`src/slq_defines.svh`:
```
// Register offsets, field positions, reset values and rate limits of the link configuration block.
`ifndef SLQ_DEFINES_SVH
`define SLQ_DEFINES_SVH

`define SLQ_ADDR_W 12
`define SLQ_DATA_W 8
`define SLQ_OFF_LANE_RATE 12'h56E
`define SLQ_OFF_QUICK_CFG 12'h570
`define SLQ_OFF_LINK_PWR 12'h5A0
`define SLQ_OFF_FRAME_K 12'h5A1
`define SLQ_OFF_LINK_STAT 12'h5A2
`define SLQ_BIT_LOW_RATE 4
`define SLQ_BIT_PWR_DOWN 0
`define SLQ_BIT_STAT_UP 0
`define SLQ_BIT_STAT_VALID 1
`define SLQ_BIT_STAT_LOW 2
`define SLQ_RST_LANE_RATE 8'h00
`define SLQ_RST_QUICK_CFG 8'h01
`define SLQ_RST_LINK_PWR 8'h01
`define SLQ_RST_FRAME_K 8'h20
`define SLQ_LOW_RATE_VAL 8'h10
`define SLQ_NPRIME 16
`define SLQ_RATE_MIN_MBPS 24'd3125
`define SLQ_RATE_LOW_MBPS 24'd6250
`define SLQ_RATE_MAX_MBPS 24'd12500
`define SLQ_K_MAX 8'd32

`define SLQ_HOFF_CMD 4'h0
`define SLQ_HOFF_QC 4'h1
`define SLQ_HOFF_FOUT_LO 4'h2
`define SLQ_HOFF_FOUT_HI 4'h3
`define SLQ_HOFF_K 4'h4
`define SLQ_HOFF_STAT 4'h5
`define SLQ_HOFF_RATE_LO 4'h6
`define SLQ_HOFF_RATE_MI 4'h7
`define SLQ_HOFF_RATE_HI 4'h8

`endif

```
`src/slq_pkg.sv`:
```
// Types and shared decode functions of the link configuration block.
package slq_pkg;
`include "slq_defines.svh"

    typedef struct packed {
        logic valid;
        logic [3:0] lanes;
        logic [3:0] convs;
        logic [4:0] octets;
        logic [3:0] samples;
        logic hd;
    } slq_link_s;

    // Maps a quick configuration code to its transport settings.
    function automatic slq_link_s slqDecode(input logic [7:0] code);
        slq_link_s d;
        d = '0;
        d.valid = 1'b1;
        unique case (code)
            8'h01: {d.lanes, d.convs, d.octets, d.samples, d.hd} = {4'h1, 4'h1, 5'h02, 4'h1, 1'b0};
            8'h40: {d.lanes, d.convs, d.octets, d.samples, d.hd} = {4'h2, 4'h1, 5'h01, 4'h1, 1'b1};
            8'h41: {d.lanes, d.convs, d.octets, d.samples, d.hd} = {4'h2, 4'h1, 5'h02, 4'h2, 1'b0};
            8'h80: {d.lanes, d.convs, d.octets, d.samples, d.hd} = {4'h4, 4'h1, 5'h01, 4'h2, 1'b1};
            8'h81: {d.lanes, d.convs, d.octets, d.samples, d.hd} = {4'h4, 4'h1, 5'h02, 4'h4, 1'b0};
            8'hC0: {d.lanes, d.convs, d.octets, d.samples, d.hd} = {4'h8, 4'h1, 5'h01, 4'h4, 1'b1};
            8'hC1: {d.lanes, d.convs, d.octets, d.samples, d.hd} = {4'h8, 4'h1, 5'h02, 4'h8, 1'b0};
            8'h0A: {d.lanes, d.convs, d.octets, d.samples, d.hd} = {4'h1, 4'h2, 5'h04, 4'h1, 1'b0};
            8'h49: {d.lanes, d.convs, d.octets, d.samples, d.hd} = {4'h2, 4'h2, 5'h02, 4'h1, 1'b0};
            8'h88: {d.lanes, d.convs, d.octets, d.samples, d.hd} = {4'h4, 4'h2, 5'h01, 4'h1, 1'b1};
            8'h89: {d.lanes, d.convs, d.octets, d.samples, d.hd} = {4'h4, 4'h2, 5'h02, 4'h2, 1'b0};
            8'hC8: {d.lanes, d.convs, d.octets, d.samples, d.hd} = {4'h8, 4'h2, 5'h01, 4'h2, 1'b1};
            8'hC9: {d.lanes, d.convs, d.octets, d.samples, d.hd} = {4'h8, 4'h2, 5'h02, 4'h4, 1'b0};
            8'h13: {d.lanes, d.convs, d.octets, d.samples, d.hd} = {4'h1, 4'h4, 5'h08, 4'h1, 1'b0};
            8'h52: {d.lanes, d.convs, d.octets, d.samples, d.hd} = {4'h2, 4'h4, 5'h04, 4'h1, 1'b0};
            8'h91: {d.lanes, d.convs, d.octets, d.samples, d.hd} = {4'h4, 4'h4, 5'h02, 4'h1, 1'b0};
            8'hD0: {d.lanes, d.convs, d.octets, d.samples, d.hd} = {4'h8, 4'h4, 5'h01, 4'h1, 1'b1};
            8'hD1: {d.lanes, d.convs, d.octets, d.samples, d.hd} = {4'h8, 4'h4, 5'h02, 4'h2, 1'b0};
            8'h1C: {d.lanes, d.convs, d.octets, d.samples, d.hd} = {4'h1, 4'h8, 5'h10, 4'h1, 1'b0};
            8'h5B: {d.lanes, d.convs, d.octets, d.samples, d.hd} = {4'h2, 4'h8, 5'h08, 4'h1, 1'b0};
            8'h9A: {d.lanes, d.convs, d.octets, d.samples, d.hd} = {4'h4, 4'h8, 5'h04, 4'h1, 1'b0};
            8'hD9: {d.lanes, d.convs, d.octets, d.samples, d.hd} = {4'h8, 4'h8, 5'h02, 4'h1, 1'b0};
            default: d.valid = 1'b0;
        endcase
        return d;
    endfunction

    // Lane rate in Mbps: M * N' * 10/8 * fout / L, with L a power of two.
    function automatic logic [23:0] slqLaneRate(input slq_link_s d, input logic [15:0] foutMhz);
        logic [27:0] prod;
        logic [1:0] sh;
        prod = 28'(d.convs) * 28'((`SLQ_NPRIME * 10) / 8) * 28'(foutMhz);
        sh = d.lanes[3] ? 2'd3 : (d.lanes[2] ? 2'd2 : (d.lanes[1] ? 2'd1 : 2'd0));
        prod = prod >> sh;
        return (prod[27:24] != 4'h0) ? 24'hFFFFFF : prod[23:0];
    endfunction
endpackage

```
`src/slq_cfg_if.sv`:
```
// Configuration port between the configuring party and the link device.
`timescale 1ns/1ps
interface slq_cfg_if;
    logic [11:0] addr;
    logic [7:0] wdata;
    logic wr;
    logic rd;
    logic [7:0] rdata;

    modport host (output addr, output wdata, output wr, output rd, input rdata);
    modport device (input addr, input wdata, input wr, input rd, output rdata);
endinterface

```
`src/slq_link_device.sv`:
```
// Link device end: configuration registers, quick configuration decode and link power control.
//
// Functional notes
// - All enabled lanes form one single link.
// - Quick configuration register sets L, M, F.
// - Software computes lane rate from M, N', L.
// - Chosen lane rate stays within supported range.
// - Power down, configure, then power up.
// - Below threshold, low rate mode is enabled.
// - At or above threshold, low rate cleared.
// - Each code maps to fixed L,M,F,S,HD.
// - K chosen from allowed list per F.
// - L, M, F together set link setup.
`timescale 1ns/1ps
module slq_link_device
    import slq_pkg::*;
(
    input wire logic clk,
    input wire logic rst_n,
    slq_cfg_if.device cfg,
    output logic linkUp,
    output logic [7:0] serialLaneEnable,
    output logic [3:0] laneCount,
    output logic [3:0] convCount,
    output logic [4:0] octetsPerFrame,
    output logic [3:0] samplesPerConv,
    output logic highDensity,
    output logic [7:0] frameK,
    output logic lowRateMode
);
`include "slq_defines.svh"

    logic [7:0] laneRate_r;
    logic [7:0] quickCfg_r;
    logic [7:0] linkPwr_r;
    logic [7:0] frameK_r;
    logic [7:0] rdata_r;
    logic linkUp_r;
    logic appliedValid_r;
    logic [7:0] laneEn_r;
    logic [3:0] laneCount_r;
    logic [3:0] convCount_r;
    logic [4:0] octets_r;
    logic [3:0] samples_r;
    logic hd_r;
    logic [7:0] frameKOut_r;
    logic lowRate_r;
    slq_link_s dec;
    logic pwrDown;
    logic tryApply;
    logic applyNow;

    // True when the bus writes the register at the given offset in this cycle.
    // Every writable register uses it, so the address compare lives in one place.
    function automatic logic wrHit(input logic wr, input logic [11:0] addr, input logic [11:0] offset);
        return wr && (addr == offset);
    endfunction

    // Quick configuration decode of the stored code.
    // code selects parameters
    assign dec = slqDecode(quickCfg_r);

    // Power state, and the cycles in which a stored setup may be applied.
    assign pwrDown = linkPwr_r[`SLQ_BIT_PWR_DOWN];
    assign tryApply = !pwrDown && !linkUp_r;
    assign applyNow = tryApply && dec.valid;

    // Lane-rate control register; its low-rate bit reaches the serializer only at power-up.
    // Software sets that bit for slow lanes and clears it for fast ones.
    always_ff @(posedge clk or negedge rst_n) begin
        if (!rst_n) begin
            laneRate_r <= `SLQ_RST_LANE_RATE;
        end else if (wrHit(cfg.wr, cfg.addr, `SLQ_OFF_LANE_RATE)) begin
            laneRate_r <= cfg.wdata;
        end
    end

    // Quick configuration code; a change while the link is up waits for the next power cycle.
    // code written by software
    always_ff @(posedge clk or negedge rst_n) begin
        if (!rst_n) begin
            quickCfg_r <= `SLQ_RST_QUICK_CFG;
        end else if (wrHit(cfg.wr, cfg.addr, `SLQ_OFF_QUICK_CFG)) begin
            quickCfg_r <= cfg.wdata;
        end
    end

    // Link power register; only the power-down bit is kept, the other bits read as zero.
    always_ff @(posedge clk or negedge rst_n) begin
        if (!rst_n) begin
            linkPwr_r <= `SLQ_RST_LINK_PWR;
        end else if (wrHit(cfg.wr, cfg.addr, `SLQ_OFF_LINK_PWR)) begin
            linkPwr_r <= {7'h00, cfg.wdata[`SLQ_BIT_PWR_DOWN]};
        end
    end

    // Requested K; the frame logic sees it only after the next power-up.
    always_ff @(posedge clk or negedge rst_n) begin
        if (!rst_n) begin
            frameK_r <= `SLQ_RST_FRAME_K;
        end else if (wrHit(cfg.wr, cfg.addr, `SLQ_OFF_FRAME_K)) begin
            frameK_r <= cfg.wdata;
        end
    end

    // Read data, valid in the cycle after the read strobe; unmapped reads return zero.
    always_ff @(posedge clk or negedge rst_n) begin
        if (!rst_n) begin
            rdata_r <= 8'h00;
        end else if (cfg.rd) begin
            unique case (cfg.addr)
                `SLQ_OFF_LANE_RATE: rdata_r <= laneRate_r;
                `SLQ_OFF_QUICK_CFG: rdata_r <= quickCfg_r;
                `SLQ_OFF_LINK_PWR: rdata_r <= linkPwr_r;
                `SLQ_OFF_FRAME_K: rdata_r <= frameK_r;
                `SLQ_OFF_LINK_STAT: rdata_r <= {5'h00, lowRate_r, appliedValid_r, linkUp_r};
                default: rdata_r <= 8'h00;
            endcase
        end else begin
            rdata_r <= 8'h00;
        end
    end

    // Link state: falls one edge after the power-down bit is stored, rises when a known code is applied.
    // An unknown code leaves the link down and is tried again every cycle until software replaces it.
    // idle while down
    always_ff @(posedge clk or negedge rst_n) begin
        if (!rst_n) begin
            linkUp_r <= 1'b0;
        end else if (pwrDown) begin
            linkUp_r <= 1'b0;
        end else if (applyNow) begin
            linkUp_r <= 1'b1;
        end
    end

    // Records whether the code tried at the last power-up attempt was a known one.
    always_ff @(posedge clk or negedge rst_n) begin
        if (!rst_n) begin
            appliedValid_r <= 1'b0;
        end else if (tryApply) begin
            appliedValid_r <= dec.valid;
        end
    end

    // Transport settings, frozen while the link is up so the far end never sees them move.
    // L M F set link
    always_ff @(posedge clk or negedge rst_n) begin
        if (!rst_n) begin
            laneCount_r <= 4'h0;
            convCount_r <= 4'h0;
            octets_r <= 5'h00;
            samples_r <= 4'h0;
            hd_r <= 1'b0;
        end else if (applyNow) begin
            laneCount_r <= dec.lanes;
            convCount_r <= dec.convs;
            octets_r <= dec.octets;
            samples_r <= dec.samples;
            hd_r <= dec.hd;
        end
    end

    // Applied K, taken in the same cycle as the transport settings; the configuring party keeps it legal.
    always_ff @(posedge clk or negedge rst_n) begin
        if (!rst_n) begin
            frameKOut_r <= 8'h00;
        end else if (applyNow) begin
            frameKOut_r <= frameK_r;
        end
    end

    // Serializer rate mode, taken at power-up alongside the transport settings.
    // low rate serializer
    always_ff @(posedge clk or negedge rst_n) begin
        if (!rst_n) begin
            lowRate_r <= 1'b0;
        end else if (applyNow) begin
            lowRate_r <= laneRate_r[`SLQ_BIT_LOW_RATE];
        end
    end

    // Lane enables: the lowest L lanes all carry the one link, or none at all.
    // single link
    always_ff @(posedge clk or negedge rst_n) begin
        if (!rst_n) begin
            laneEn_r <= 8'h00;
        end else if (pwrDown || !linkUp_r) begin
            laneEn_r <= 8'h00;
        end else begin
            laneEn_r <= 8'((9'h001 << laneCount_r) - 9'h001);
        end
    end

    assign cfg.rdata = rdata_r;
    assign linkUp = linkUp_r;
    assign serialLaneEnable = laneEn_r;
    assign laneCount = laneCount_r;
    assign convCount = convCount_r;
    assign octetsPerFrame = octets_r;
    assign samplesPerConv = samples_r;
    assign highDensity = hd_r;
    assign frameK = frameKOut_r;
    assign lowRateMode = lowRate_r;
endmodule

```
`src/flat_wrapper.sv`:
```
// flat-port wrapper written by rule: the top's interface ports become plain ports
module slq_link_device_flat import slq_pkg::*;
  (clk, rst_n, linkUp, serialLaneEnable, laneCount, convCount, octetsPerFrame, samplesPerConv, highDensity, frameK, lowRateMode, cfg_addr, cfg_wdata, cfg_wr, cfg_rd, cfg_rdata);
  slq_cfg_if cfg_i ();
  input wire logic clk;
  input wire logic rst_n;
  output logic linkUp;
  output logic [7:0] serialLaneEnable;
  output logic [3:0] laneCount;
  output logic [3:0] convCount;
  output logic [4:0] octetsPerFrame;
  output logic [3:0] samplesPerConv;
  output logic highDensity;
  output logic [7:0] frameK;
  output logic lowRateMode;
  input wire logic [$bits(cfg_i.addr)-1:0] cfg_addr;
  input wire logic [$bits(cfg_i.wdata)-1:0] cfg_wdata;
  input wire logic [$bits(cfg_i.wr)-1:0] cfg_wr;
  input wire logic [$bits(cfg_i.rd)-1:0] cfg_rd;
  output wire logic [$bits(cfg_i.rdata)-1:0] cfg_rdata;
  assign cfg_i.addr = cfg_addr;
  assign cfg_i.wdata = cfg_wdata;
  assign cfg_i.wr = cfg_wr;
  assign cfg_i.rd = cfg_rd;
  assign cfg_rdata = cfg_i.rdata;
  slq_link_device u_core (.clk(clk), .rst_n(rst_n), .cfg(cfg_i), .linkUp(linkUp), .serialLaneEnable(serialLaneEnable), .laneCount(laneCount), .convCount(convCount), .octetsPerFrame(octetsPerFrame), .samplesPerConv(samplesPerConv), .highDensity(highDensity), .frameK(frameK), .lowRateMode(lowRateMode));
endmodule
```
`config.mk`:
```
export PLATFORM = sky130hd
export DESIGN_NAME = slq_link_device_flat
export DESIGN_NICKNAME = d
export VERILOG_FILES = /design/src/slq_pkg.sv /design/src/slq_cfg_if.sv /design/src/slq_link_device.sv /design/src/flat_wrapper.sv
export VERILOG_INCLUDE_DIRS = /design/src
export SDC_FILE = /design/constraint.sdc
export NUM_CORES = 1
export LEC_CHECK = 0
export BUFFER_PORTS_ARGS = -buffer_cell sky130_fd_sc_hd__buf_2
export CORE_MARGIN = 5
export CORE_UTILIZATION = 35
export DETAILED_ROUTE_END_ITERATION = 7
export GPL_TIMING_DRIVEN = 1
export HOLD_SLACK_MARGIN = 0.08
export SYNTH_ARGS = -nofsm -noshare
export SYNTH_HDL_FRONTEND = slang
export SYNTH_SLANG_ARGS = --single-unit
export TNS_END_PERCENT = 50
```
`constraint.sdc`:
```
create_clock -name clk -period 2.3 [get_ports clk]
set_clock_uncertainty 0.05 [all_clocks]
set_input_delay 0.345 -clock clk [delete_from_list [all_inputs] [get_ports clk]]
set_output_delay 0.345 -clock clk [all_outputs]
set_load 0.005 [all_outputs]
```
==> flow_summary.ini, run 1 <==
[synthesis]
ys_seq_area_frac = 0.490
synthesis.nets = 326
synth-main-ff-cell = dfrtp_1
synth.largest_area_cell = dfrtp_1
syn-cell-area_um2 = 3530
avgSynthCellArea_um2 = 11.7
yosysWarnings = 0
yosysMostFrequentCell = dfrtp_1
synth_seq_cells = 69
ys_top_cells_by_area = dfrtp_1, mux2_2, mux2_4
synth-edff-count = 0
yosys-top-cells-count = dfrtp_1, mux2_2, nor2_1
synthCells = 301
async_reset_ff_frac = 1.00
synth_cell_type_count = 63
synth_top_area_frac = 0.468

[finish]
final_nets = 425
drive_above_1_share = 0.474
syn2layout_area_growth_pct = 29.8
fin_area_um2 = 4580
fin_util = 0.466
final_cells = 538
n_antenna_cell = 0

[global_routing]
grt_max_degree = 46
antenna_found_initial = 0
gr-usage-all-layers = 0.135
grt_first_pass_wirelength_um = 13700
grt.overflow.total = 0
grt_pass1_vias = 2707

[route]
route.detailed.drc = 0
firstDrtPassIters = 4
num_vias = 2742
viasPerCell = 5.10
wl_um = 8510
drtIter0Drc = 181
ant_nets = 0
post_drt_wl_per_cell_um = 15.8

[clock_tree]
clock_sinks = 69
cts_tree = yes
clkTransAtPathRegs_ns = 0.08
worstSkewPairLatency_ns = 0.36
cts_buffer_depth = 2
cts_buffers = 9
root_buffer = clkbuf_8
cts_max_level = 3

[timing]
final-setup-viol-count = 0
grt_setup_unrepaired = true
tightestPinTransition_ns = 0.419
max_slew_margin = 0.718
fin_ws_ns = 0.00780
max_freq_mhz = 436
final_hold_viol_count = 0
drv_slew = 0
period_minus_slack_ns = 2.29
finalCritPeriodShare = 0.997
setup_tns_ns = 0

[place]
routabilityCongestion = 0.832
postPlaceCellArea_um2 = 4170
place_hpwl_um = 6160
place_ws_ns = -0.00128
dp.cells = 512
port_buffers = 67

[floorplanning]
dieArea_um2 = 12200
die_w_um = 110
row_count = 36
start_util = 0.359
num_io_pins = 68
die_y_um = 110
core_area_um2 = 9820

[critical_path]
path_class = reg2reg
crit_arrival_ns = 2.49
crit_chain = or4bb_1, a31oi_1, or4_4, o21ai_4, clkbuf_16, mux2_4
end_kind = flip-flop
slowest_delay_ns = 0.56
rr_worst_depth = 6
slowest_stage = or4_4
start_kind = flip-flop
critPathRequiredTime_ns = 2.50
cp_max_fo = 8

[hold_path]
hold_path_class = in2reg
whs_path_depth = 2

[pwr]
power-per-cell-area_nw_per_um2 = 550
peakVddDrop_mv = 0.261
p_leak_uw = 0.00231

[outcome]
outcome = completed

[run]
max_cap_violations = 0
## worst paths after layout
check                                     start                          to  slack (ns)
min reg2reg                 u_core.convCount[2]         u_core.convCount[2]        0.44
max reg2reg                u_core.quickCfg_r[1]    u_core.samplesPerConv[2]       0.008
max in group asynchronous                 rst_n  u_core.serialLaneEnable[3]        1.45
min                                cfg_wdata[4]        u_core.quickCfg_r[4]        0.20
max                        u_core.quickCfg_r[1]    u_core.samplesPerConv[2]       0.008
min in group asynchronous                 rst_n         u_core.laneCount[0]        0.46
## worst max-delay path: cells and delay by family (launching register included)
family,cells,cell delay [ns]
simple gates,2,0.74
compound gates,2,0.40
mux,1,0.29
flops,1,0.46
buf+inv,1,0.22
## layer usage
metal  track usage  vias to the layer above  share of wire
li1              -                     1313              -
met1         0.178                     1343           0.46
met3        0.0377                       18          0.046
met5             0                        -              0
met4        0.0624                        0          0.020
met2         0.206                       68           0.47
## flip-flops by register name (all words and copies together) (netlist names)
register	flops
u_core.laneCount	4
u_core.laneRate_r	8
u_core.frameK	8
u_core.samplesPerConv	4
u_core.cfg.rdata	8
u_core.linkPwr_r	1
u_core.lowRateMode	1
u_core.serialLaneEnable	8
u_core.appliedValid_r	1
u_core.convCount	4
u_core.frameK_r	8
u_core.octetsPerFrame	5
u_core.quickCfg_r	8
u_core.linkUp	1
## cells in the final DEF (no fill, tap or decap), types with 3 or more instances in the layout
master | netlist | layout
buf_2 | 5 | 67
dfrtp_1 | 66 | 63
buf_4 | 3 | 29
nor2_1 | 27 | 27
mux2_2 | 31 | 25
mux2_4 | 14 | 20
a21oi_1 | 14 | 14
nand2_1 | 11 | 11
nor3_1 | 11 | 10
clkbuf_8 | 0 | 10
o21ai_0 | 8 | 8
a222oi_1 | 8 | 8
inv_1 | 6 | 6
nand2b_1 | 6 | 5
nand3b_1 | 5 | 5
nand3_1 | 4 | 4
mux2i_1 | 4 | 4
nor4_1 | 5 | 4
buf_6 | 2 | 4
and3_1 | 3 | 3
a22o_1 | 3 | 3
nor2b_1 | 3 | 3
buf_12 | 0 | 3
dfstp_2 | 3 | 3
dfrtp_2 | 0 | 3
## cell families after synthesis
family	share of synthesized area
xor gates and xnor gates	0.00993
muxes	0.170
buffers and inverters	0.0369
DFF	0.490
and+or+nand+nor	0.178
AOI/OAI and AO/OA	0.108
adders and majority gates	0.00638
## metrics by stage
step | hold slack, ns | power [uW]
after global routing | 0.189 | 2610
final | 0.198 | 2520
after detailed placement | 0.316 | 1400
after CTS | 0.194 | 2550
after global placement | 0.304 | 1390
after floorplan | -0.000591 | 1310
## power breakdown
group	total [uW]	switching, uW	internal (uW)
registers	1240	14.1	1220
clock network	1150	498	647
logic	136	81.5	54.9
total	2520	594	1930
## repair_timing
item	CTS	global route
hold endpoints to repair	66	0
setup buffers	0	8
pin swaps	1	2
setup endpoints to repair	7	22
cloned	0	1
resized for setup	1	19
hold buffers	1	0
## final cells by class
class | count | area (um2)
multi-input combinational | 209 | 1730
clock inverter | 6 | 93.8
tap | 133 | 166
clock buffer | 10 | 138
fill | 915 | 5240
timing repair buffer | 105 | 693
inverter | 6 | 22.5
sequential | 69 | 1730
Power figures use the tool's default switching activity.
==> inputs of run 2 (changes only) <==
- ABC_AREA: unset -> 1
==> run 2 against run 1 <==
  * Register-to-register slack gained 0.24 ns
  * Non-clock buffer count is 32 lower
  * Synthesized cell count up 51%
  * Critical path type unchanged
  * Cell area fell by 10%
  * Area after synthesis down 2.9%
  * Via count increased by 15%
  * First-iteration DRC count up 3.3%
  * Utilization down 4.0 points
  * Global-route usage up 2.5 points
  * Worst hold slack gained 0.049 ns
  * Combinational power increased by 14%
  * Sequential share of layout area up 4.2 points
==> flow_summary.ini, run 2 <==
[place]
routabilityCongestion = 0.917
dp.cells = 649
place_hpwl_um = 6850
port_buffers = 67
place_ws_ns = 0.263

[floorplanning]
start_util = 0.355
die_y_um = 109
core_area_um2 = 9640
row_count = 36
num_io_pins = 68
die_w_um = 109
dieArea_um2 = 11900

[finish]
final_nets = 553
mostFrequentLayoutCells = nand2_1, buf_2, dfrtp_1
final_common_cell = nand2_1
final_cells = 666
syn2layout_area_growth_pct = 20.1
fin_util = 0.427
drive_above_1_share = 0.199
n_antenna_cell = 0

[pwr]
p_leak_uw = 0.00227
pwr-share-comb = 0.066
peakVddDrop_mv = 0.244
swShare = 0.230
power-per-cell-area_nw_per_um2 = 567
p_sw_uw = 537
p_clk_frac = 0.407
intPower_uw = 1800
p_seq_frac = 0.526

[synthesis]
yosys-top-cells-count = nand2_1, dfrtp_1, nor2_1
synthCells = 454
avgSynthCellArea_um2 = 7.55
async_reset_ff_frac = 1.00
yosysMostFrequentCell = nand2_1
synth_top_area_frac = 0.482
ys_seq_area_frac = 0.505
synth-edff-count = 0
yosysWarnings = 0
synth.largest_area_cell = dfrtp_1
synthesis.nets = 479
synth-main-ff-cell = dfrtp_1
synth_cell_type_count = 29
ys_top_cells_by_area = dfrtp_1, nand2_1, nor2_1
synth_seq_cells = 69
syn-cell-area_um2 = 3430

[clock_tree]
cts_buffer_depth = 2
clkTransAtPathRegs_ns = 0.07
cts_tree = yes
worstSkewPairLatency_ns = 0.34
cts_buffers = 9
cts_max_level = 3
root_buffer = clkbuf_8
cts_setup_buffers = 0
clock_sinks = 69

[critical_path]
crit_chain = nand2_1, nor2_1, nand2_1, nand2_1, nor2_1, nand2_1, nor2_2, nand2_4, buf_4, nand3_1, nand2_1
cpLargestDelayFamily = simple AND/OR/NAND/NOR gates
end_kind = flip-flop
critPathRequiredTime_ns = 2.52
cp_max_fo = 25
start_kind = flip-flop
crit_arrival_ns = 2.27
path_class = reg2reg
slowest_delay_ns = 0.58
crit_buf_inv = 1
path_common_cell = nand2_1
slowest_stage = dfstp_2

[route]
drtIter0Drc = 187
viasPerCell = 4.74
post_drt_wl_per_cell_um = 13.3
num_vias = 3154
firstDrtPassIters = 5
ant_nets = 0
wl_um = 8830
route.detailed.drc = 0

[timing]
max_slew_margin = 0.540
whs_ns = 0.247
setup_tns_ns = 0
final_hold_viol_count = 0
fin_ws_ns = 0.250
final-setup-viol-count = 0
period_minus_slack_ns = 2.05
max_freq_mhz = 488
finalCritPeriodShare = 0.891
drv_slew = 0
grt_setup_unrepaired = false
tightestPinTransition_ns = 0.686

[hold_path]
hold_path_class = in2reg

[global_routing]
gr-usage-all-layers = 0.160
grt.overflow.total = 0
grt_pass1_vias = 3034
grt_max_degree = 50
grt_first_pass_wirelength_um = 14900
antenna_found_initial = 0

[outcome]
outcome = completed

[run]
max_cap_violations = 0
## run 2: cell types whose count changed in the layout (fill, tap and decap cells not counted), sizes merged, moves of 8 or more
cell and change:
a21oi -8, a222oi -8, buf -31, inv +34, mux2 -45, nand2 +143, nand3 +36, nand4 +8
nor2 +37, o21ai +30
## run 2: metal layers
metal  part of all wire  GRT usage
met1               0.46      0.210
met2               0.47      0.259
met3              0.051     0.0326
met4              0.018     0.0622
met5                  0          0
## run 2: power by group through the flow
stage / logic (uW) / registers (uW) / clock network (uW)
after detailed placement: 156 / 1250 / 0
after floorplan: 69.7 / 1250 / 0
after global routing: 177 / 1230 / 1040
final: 155 / 1230 / 951
after CTS: 158 / 1230 / 986
after global placement: 156 / 1250 / 0
## run 2: worst min-delay path, cell delays in order
cell and delay (ns):
buf_2 0.09, inv_1 0.08, o21ai_0 0.10
## run 2: what timing repair did
action / in CTS / in global routing
hold endpoints to repair: 18 / 0
hold buffers: 1 / 0
gates resized for setup: 0 / 0
## run 2: path summary, 6_finish.rpt
kind,startpoint,endpoint,depth (start not counted),slack (ns)
worst max-delay path,u_core.quickCfg_r[0],u_core.octetsPerFrame[4],11,0.25
worst min-delay path,cfg_wdata[5],u_core.frameK_r[5],3,0.25
max in group asynchronous,rst_n,u_core.linkPwr_r[0],3,1.07
worst min register to register,u_core.frameK[4],u_core.frameK[4],2,0.42
worst max register to register,u_core.quickCfg_r[0],u_core.octetsPerFrame[4],11,0.25
min in group asynchronous,rst_n,u_core.laneRate_r[5],2,0.46
## run 2: cell families after synthesis
logic type,after synthesis,share of synthesized area
XOR/XNOR,1,0.00256
adder cells (fa/ha/maj),1,0.00365
buffers and inverters,52,0.0639
AO/OA/AOI/OAI,52,0.0789
flip-flops,69,0.505
AND/OR/NAND/NOR,279,0.346
## run 2: cell type report
| cell class | count | area [um2] |
|---|---|---|
| fillers | 1049 | 5530 |
| inverters | 42 | 158 |
| clock buffers | 14 | 153 |
| repair buffers | 73 | 395 |
| flip-flops and latches | 69 | 1730 |
| well taps | 133 | 166 |
| clock inverters | 2 | 35.0 |
| multi-input cells | 333 | 1480 |
## run 2: through the flow
step           power, uW  cell area, um2
3_3_place_gp        1410            3920
3_5_place_dp        1410            3920
4_1_cts             2370            4110
2_1_floorplan       1320            3430
6_report            2330            4110
5_1_grt             2450            4110
==> inputs of run 3 (changes only) <==
--- a/config.mk
+++ b/config.mk
@@ -12,2 +12,3 @@
 export CORE_UTILIZATION = 35
+export CTS_CLUSTER_SIZE = 20
 export DETAILED_ROUTE_END_ITERATION = 7
@@ -15,2 +16,3 @@
 export HOLD_SLACK_MARGIN = 0.08
+export RECOVER_POWER = 100
 export SYNTH_ARGS = -nofsm -noshare
--- a/constraint.sdc
+++ b/constraint.sdc
@@ -4,2 +4,2 @@
 set_output_delay 0.345 -clock clk [all_outputs]
-set_load 0.005 [all_outputs]
+set_load 0.1 [all_outputs]
==> run 3 against run 2 <==
  * Sequential share of layout area is 0.64 points higher
  * Highest routed layer unchanged
  * Final cell count stayed put
  * First-iteration DRC count is 1.6% higher
  * Power is 1.6% higher
  * Sequential power hardly changed
  * Wire length is 0.34% lower
  * Global-route usage stayed put
  * Critical path depth stayed put
  * Largest power group unchanged
  * Die area stayed put
  * Cell area is 1.5% lower
==> flow_summary.ini, run 3 (synthesis gave the netlist of run 2 again) <==
[outcome]
outcome = completed

[pwr]
power-per-cell-area_nw_per_um2 = 585
peakVddDrop_mv = 0.244
p_leak_uw = 0.00208

[route]
wl_met2_um = 4170
wl_um = 8800
num_vias = 3141
post_drt_wl_per_cell_um = 13.2
viasPerCell = 4.72
drtIter0Drc = 190
wl_met3_um = 460
highest_layer = met4
firstDrtPassIters = 4
wl_met1_um = 4020
route.detailed.drc = 0
ant_nets = 0

[timing]
final-setup-viol-count = 0
max_slew_margin = 0.177
setup_tns_ns = 0
drv_slew = 0
finalCritPeriodShare = 0.902
final_hold_viol_count = 0
period_minus_slack_ns = 2.08
tightestPinTransition_ns = 1.23
max_freq_mhz = 482
grt_setup_unrepaired = false

[critical_path]
crit_buf_inv = 2
path_common_cell = nand2_1
crit_arrival_ns = 2.22
crit_chain = inv_1, nand2_1, nor2_1, nand2_1, nand2_1, inv_1, nand2_1, nor2_1, nand2_4, nand2_4, o21ai_0
crit_cells = 11
path_class = reg2reg
end_kind = flip-flop
slowest_stage = dfstp_2
critPathRequiredTime_ns = 2.44
slowest_delay_ns = 0.57
cpLargestDelayFamily = simple AND/OR/NAND/NOR gates
start_kind = flip-flop
rr_worst_depth = 11
cp_max_fo = 28

[clock_tree]
cts_setup_buffers = 0
cts_buffer_depth = 2
cts_buffers = 9
worstSkewPairLatency_ns = 0.34
cts_tree = yes
root_buffer = clkbuf_8
clock_sinks = 69
clkTransAtPathRegs_ns = 0.07
cts_max_level = 3

[floorplanning]
die_y_um = 109
start_util = 0.355
num_io_pins = 68
row_count = 36
core_area_um2 = 9640
die_w_um = 109
dieArea_um2 = 11900

[finish]
mostFrequentLayoutCells = nand2_1, dfrtp_1, nor2_1
final_nets = 553
fin_area_um2 = 4050
n_antenna_cell = 0
fillers = 1073
final_common_cell = nand2_1
syn2layout_area_growth_pct = 18.3
drive_above_1_share = 0.109

[global_routing]
grt.overflow.total = 0
grt_pass1_vias = 3034
antenna_found_initial = 0
grt_first_pass_wirelength_um = 14900
gr-usage-all-layers = 0.160
grt_max_degree = 50

[place]
port_buffers = 67
routabilityCongestion = 0.917
place_hpwl_um = 6850
postPlaceCellArea_um2 = 3920

[run]
max_cap_violations = 0

[hold_path]
hold_path_class = in2reg
whs_path_depth = 3
==> run 3: worst min-delay path: stages <==
cell     delay [ns]
buf_2          0.09
inv_1          0.08
o21ai_0        0.10
==> run 3: per-layer routing <==
layer,track usage,vias up
li1,-,1601
met5,0,-
met2,0.259,82
met4,0.0622,0
met3,0.0326,8
met1,0.210,1450
==> run 3: layout make-up <==
class                           count  area [um2]  share of cell area
Sequential cell                    69        1730               0.427
Multi-Input combinational cell    333        1470               0.362
Timing Repair Buffer               73         342              0.0843
Tap cell                          133         166              0.0411
Inverter                           42         158              0.0389
Clock buffer                       14         153              0.0377
Clock inverter                      2        35.0             0.00864
==> run 3: timing repair <==
| item | CTS | global route |
|---|---|---|
| hold endpoints to repair | 18 | 0 |
| hold buffers | 1 | 0 |
| gates resized for setup | 0 | 0 |
==> run 3: report_power, final <==
part	switching, uW	total [uW]	leakage [uW]	internal, uW
Clock	421	952	0.0000947	531
Sequential	7.53	1230	0.000953	1220
Combinational	147	192	0.00103	44.5
Total	576	2370	0.00208	1800
==> run 3: final timing paths <==
path                                 startpoint               endpoint  slack [ns]
max                        u_core.quickCfg_r[0]  u_core.appliedValid_r        0.22
min                                cfg_wdata[5]     u_core.frameK_r[5]        0.25
max reg2reg                u_core.quickCfg_r[0]  u_core.appliedValid_r        0.22
min reg2reg                    u_core.frameK[1]       u_core.frameK[1]        0.42
max in group asynchronous                 rst_n    u_core.linkPwr_r[0]        0.57
min in group asynchronous                 rst_n   u_core.laneRate_r[5]        0.74
==> run 3: per-stage QoR <==
stage	cells	total power [uW]	worst slack [ns]	hold slack (ns)	utilization
6_report	666	2370	0.224	0.246	0.420
5_1_grt	666	2480	0.0257	0.258	0.420
4_1_cts	666	2410	0.252	0.227	0.427
3_5_place_dp	649	1450	0.263	0.303	0.406
3_3_place_gp	649	1450	0.201	0.302	0.406
2_1_floorplan	454	1360	0.270	-0.000591	-
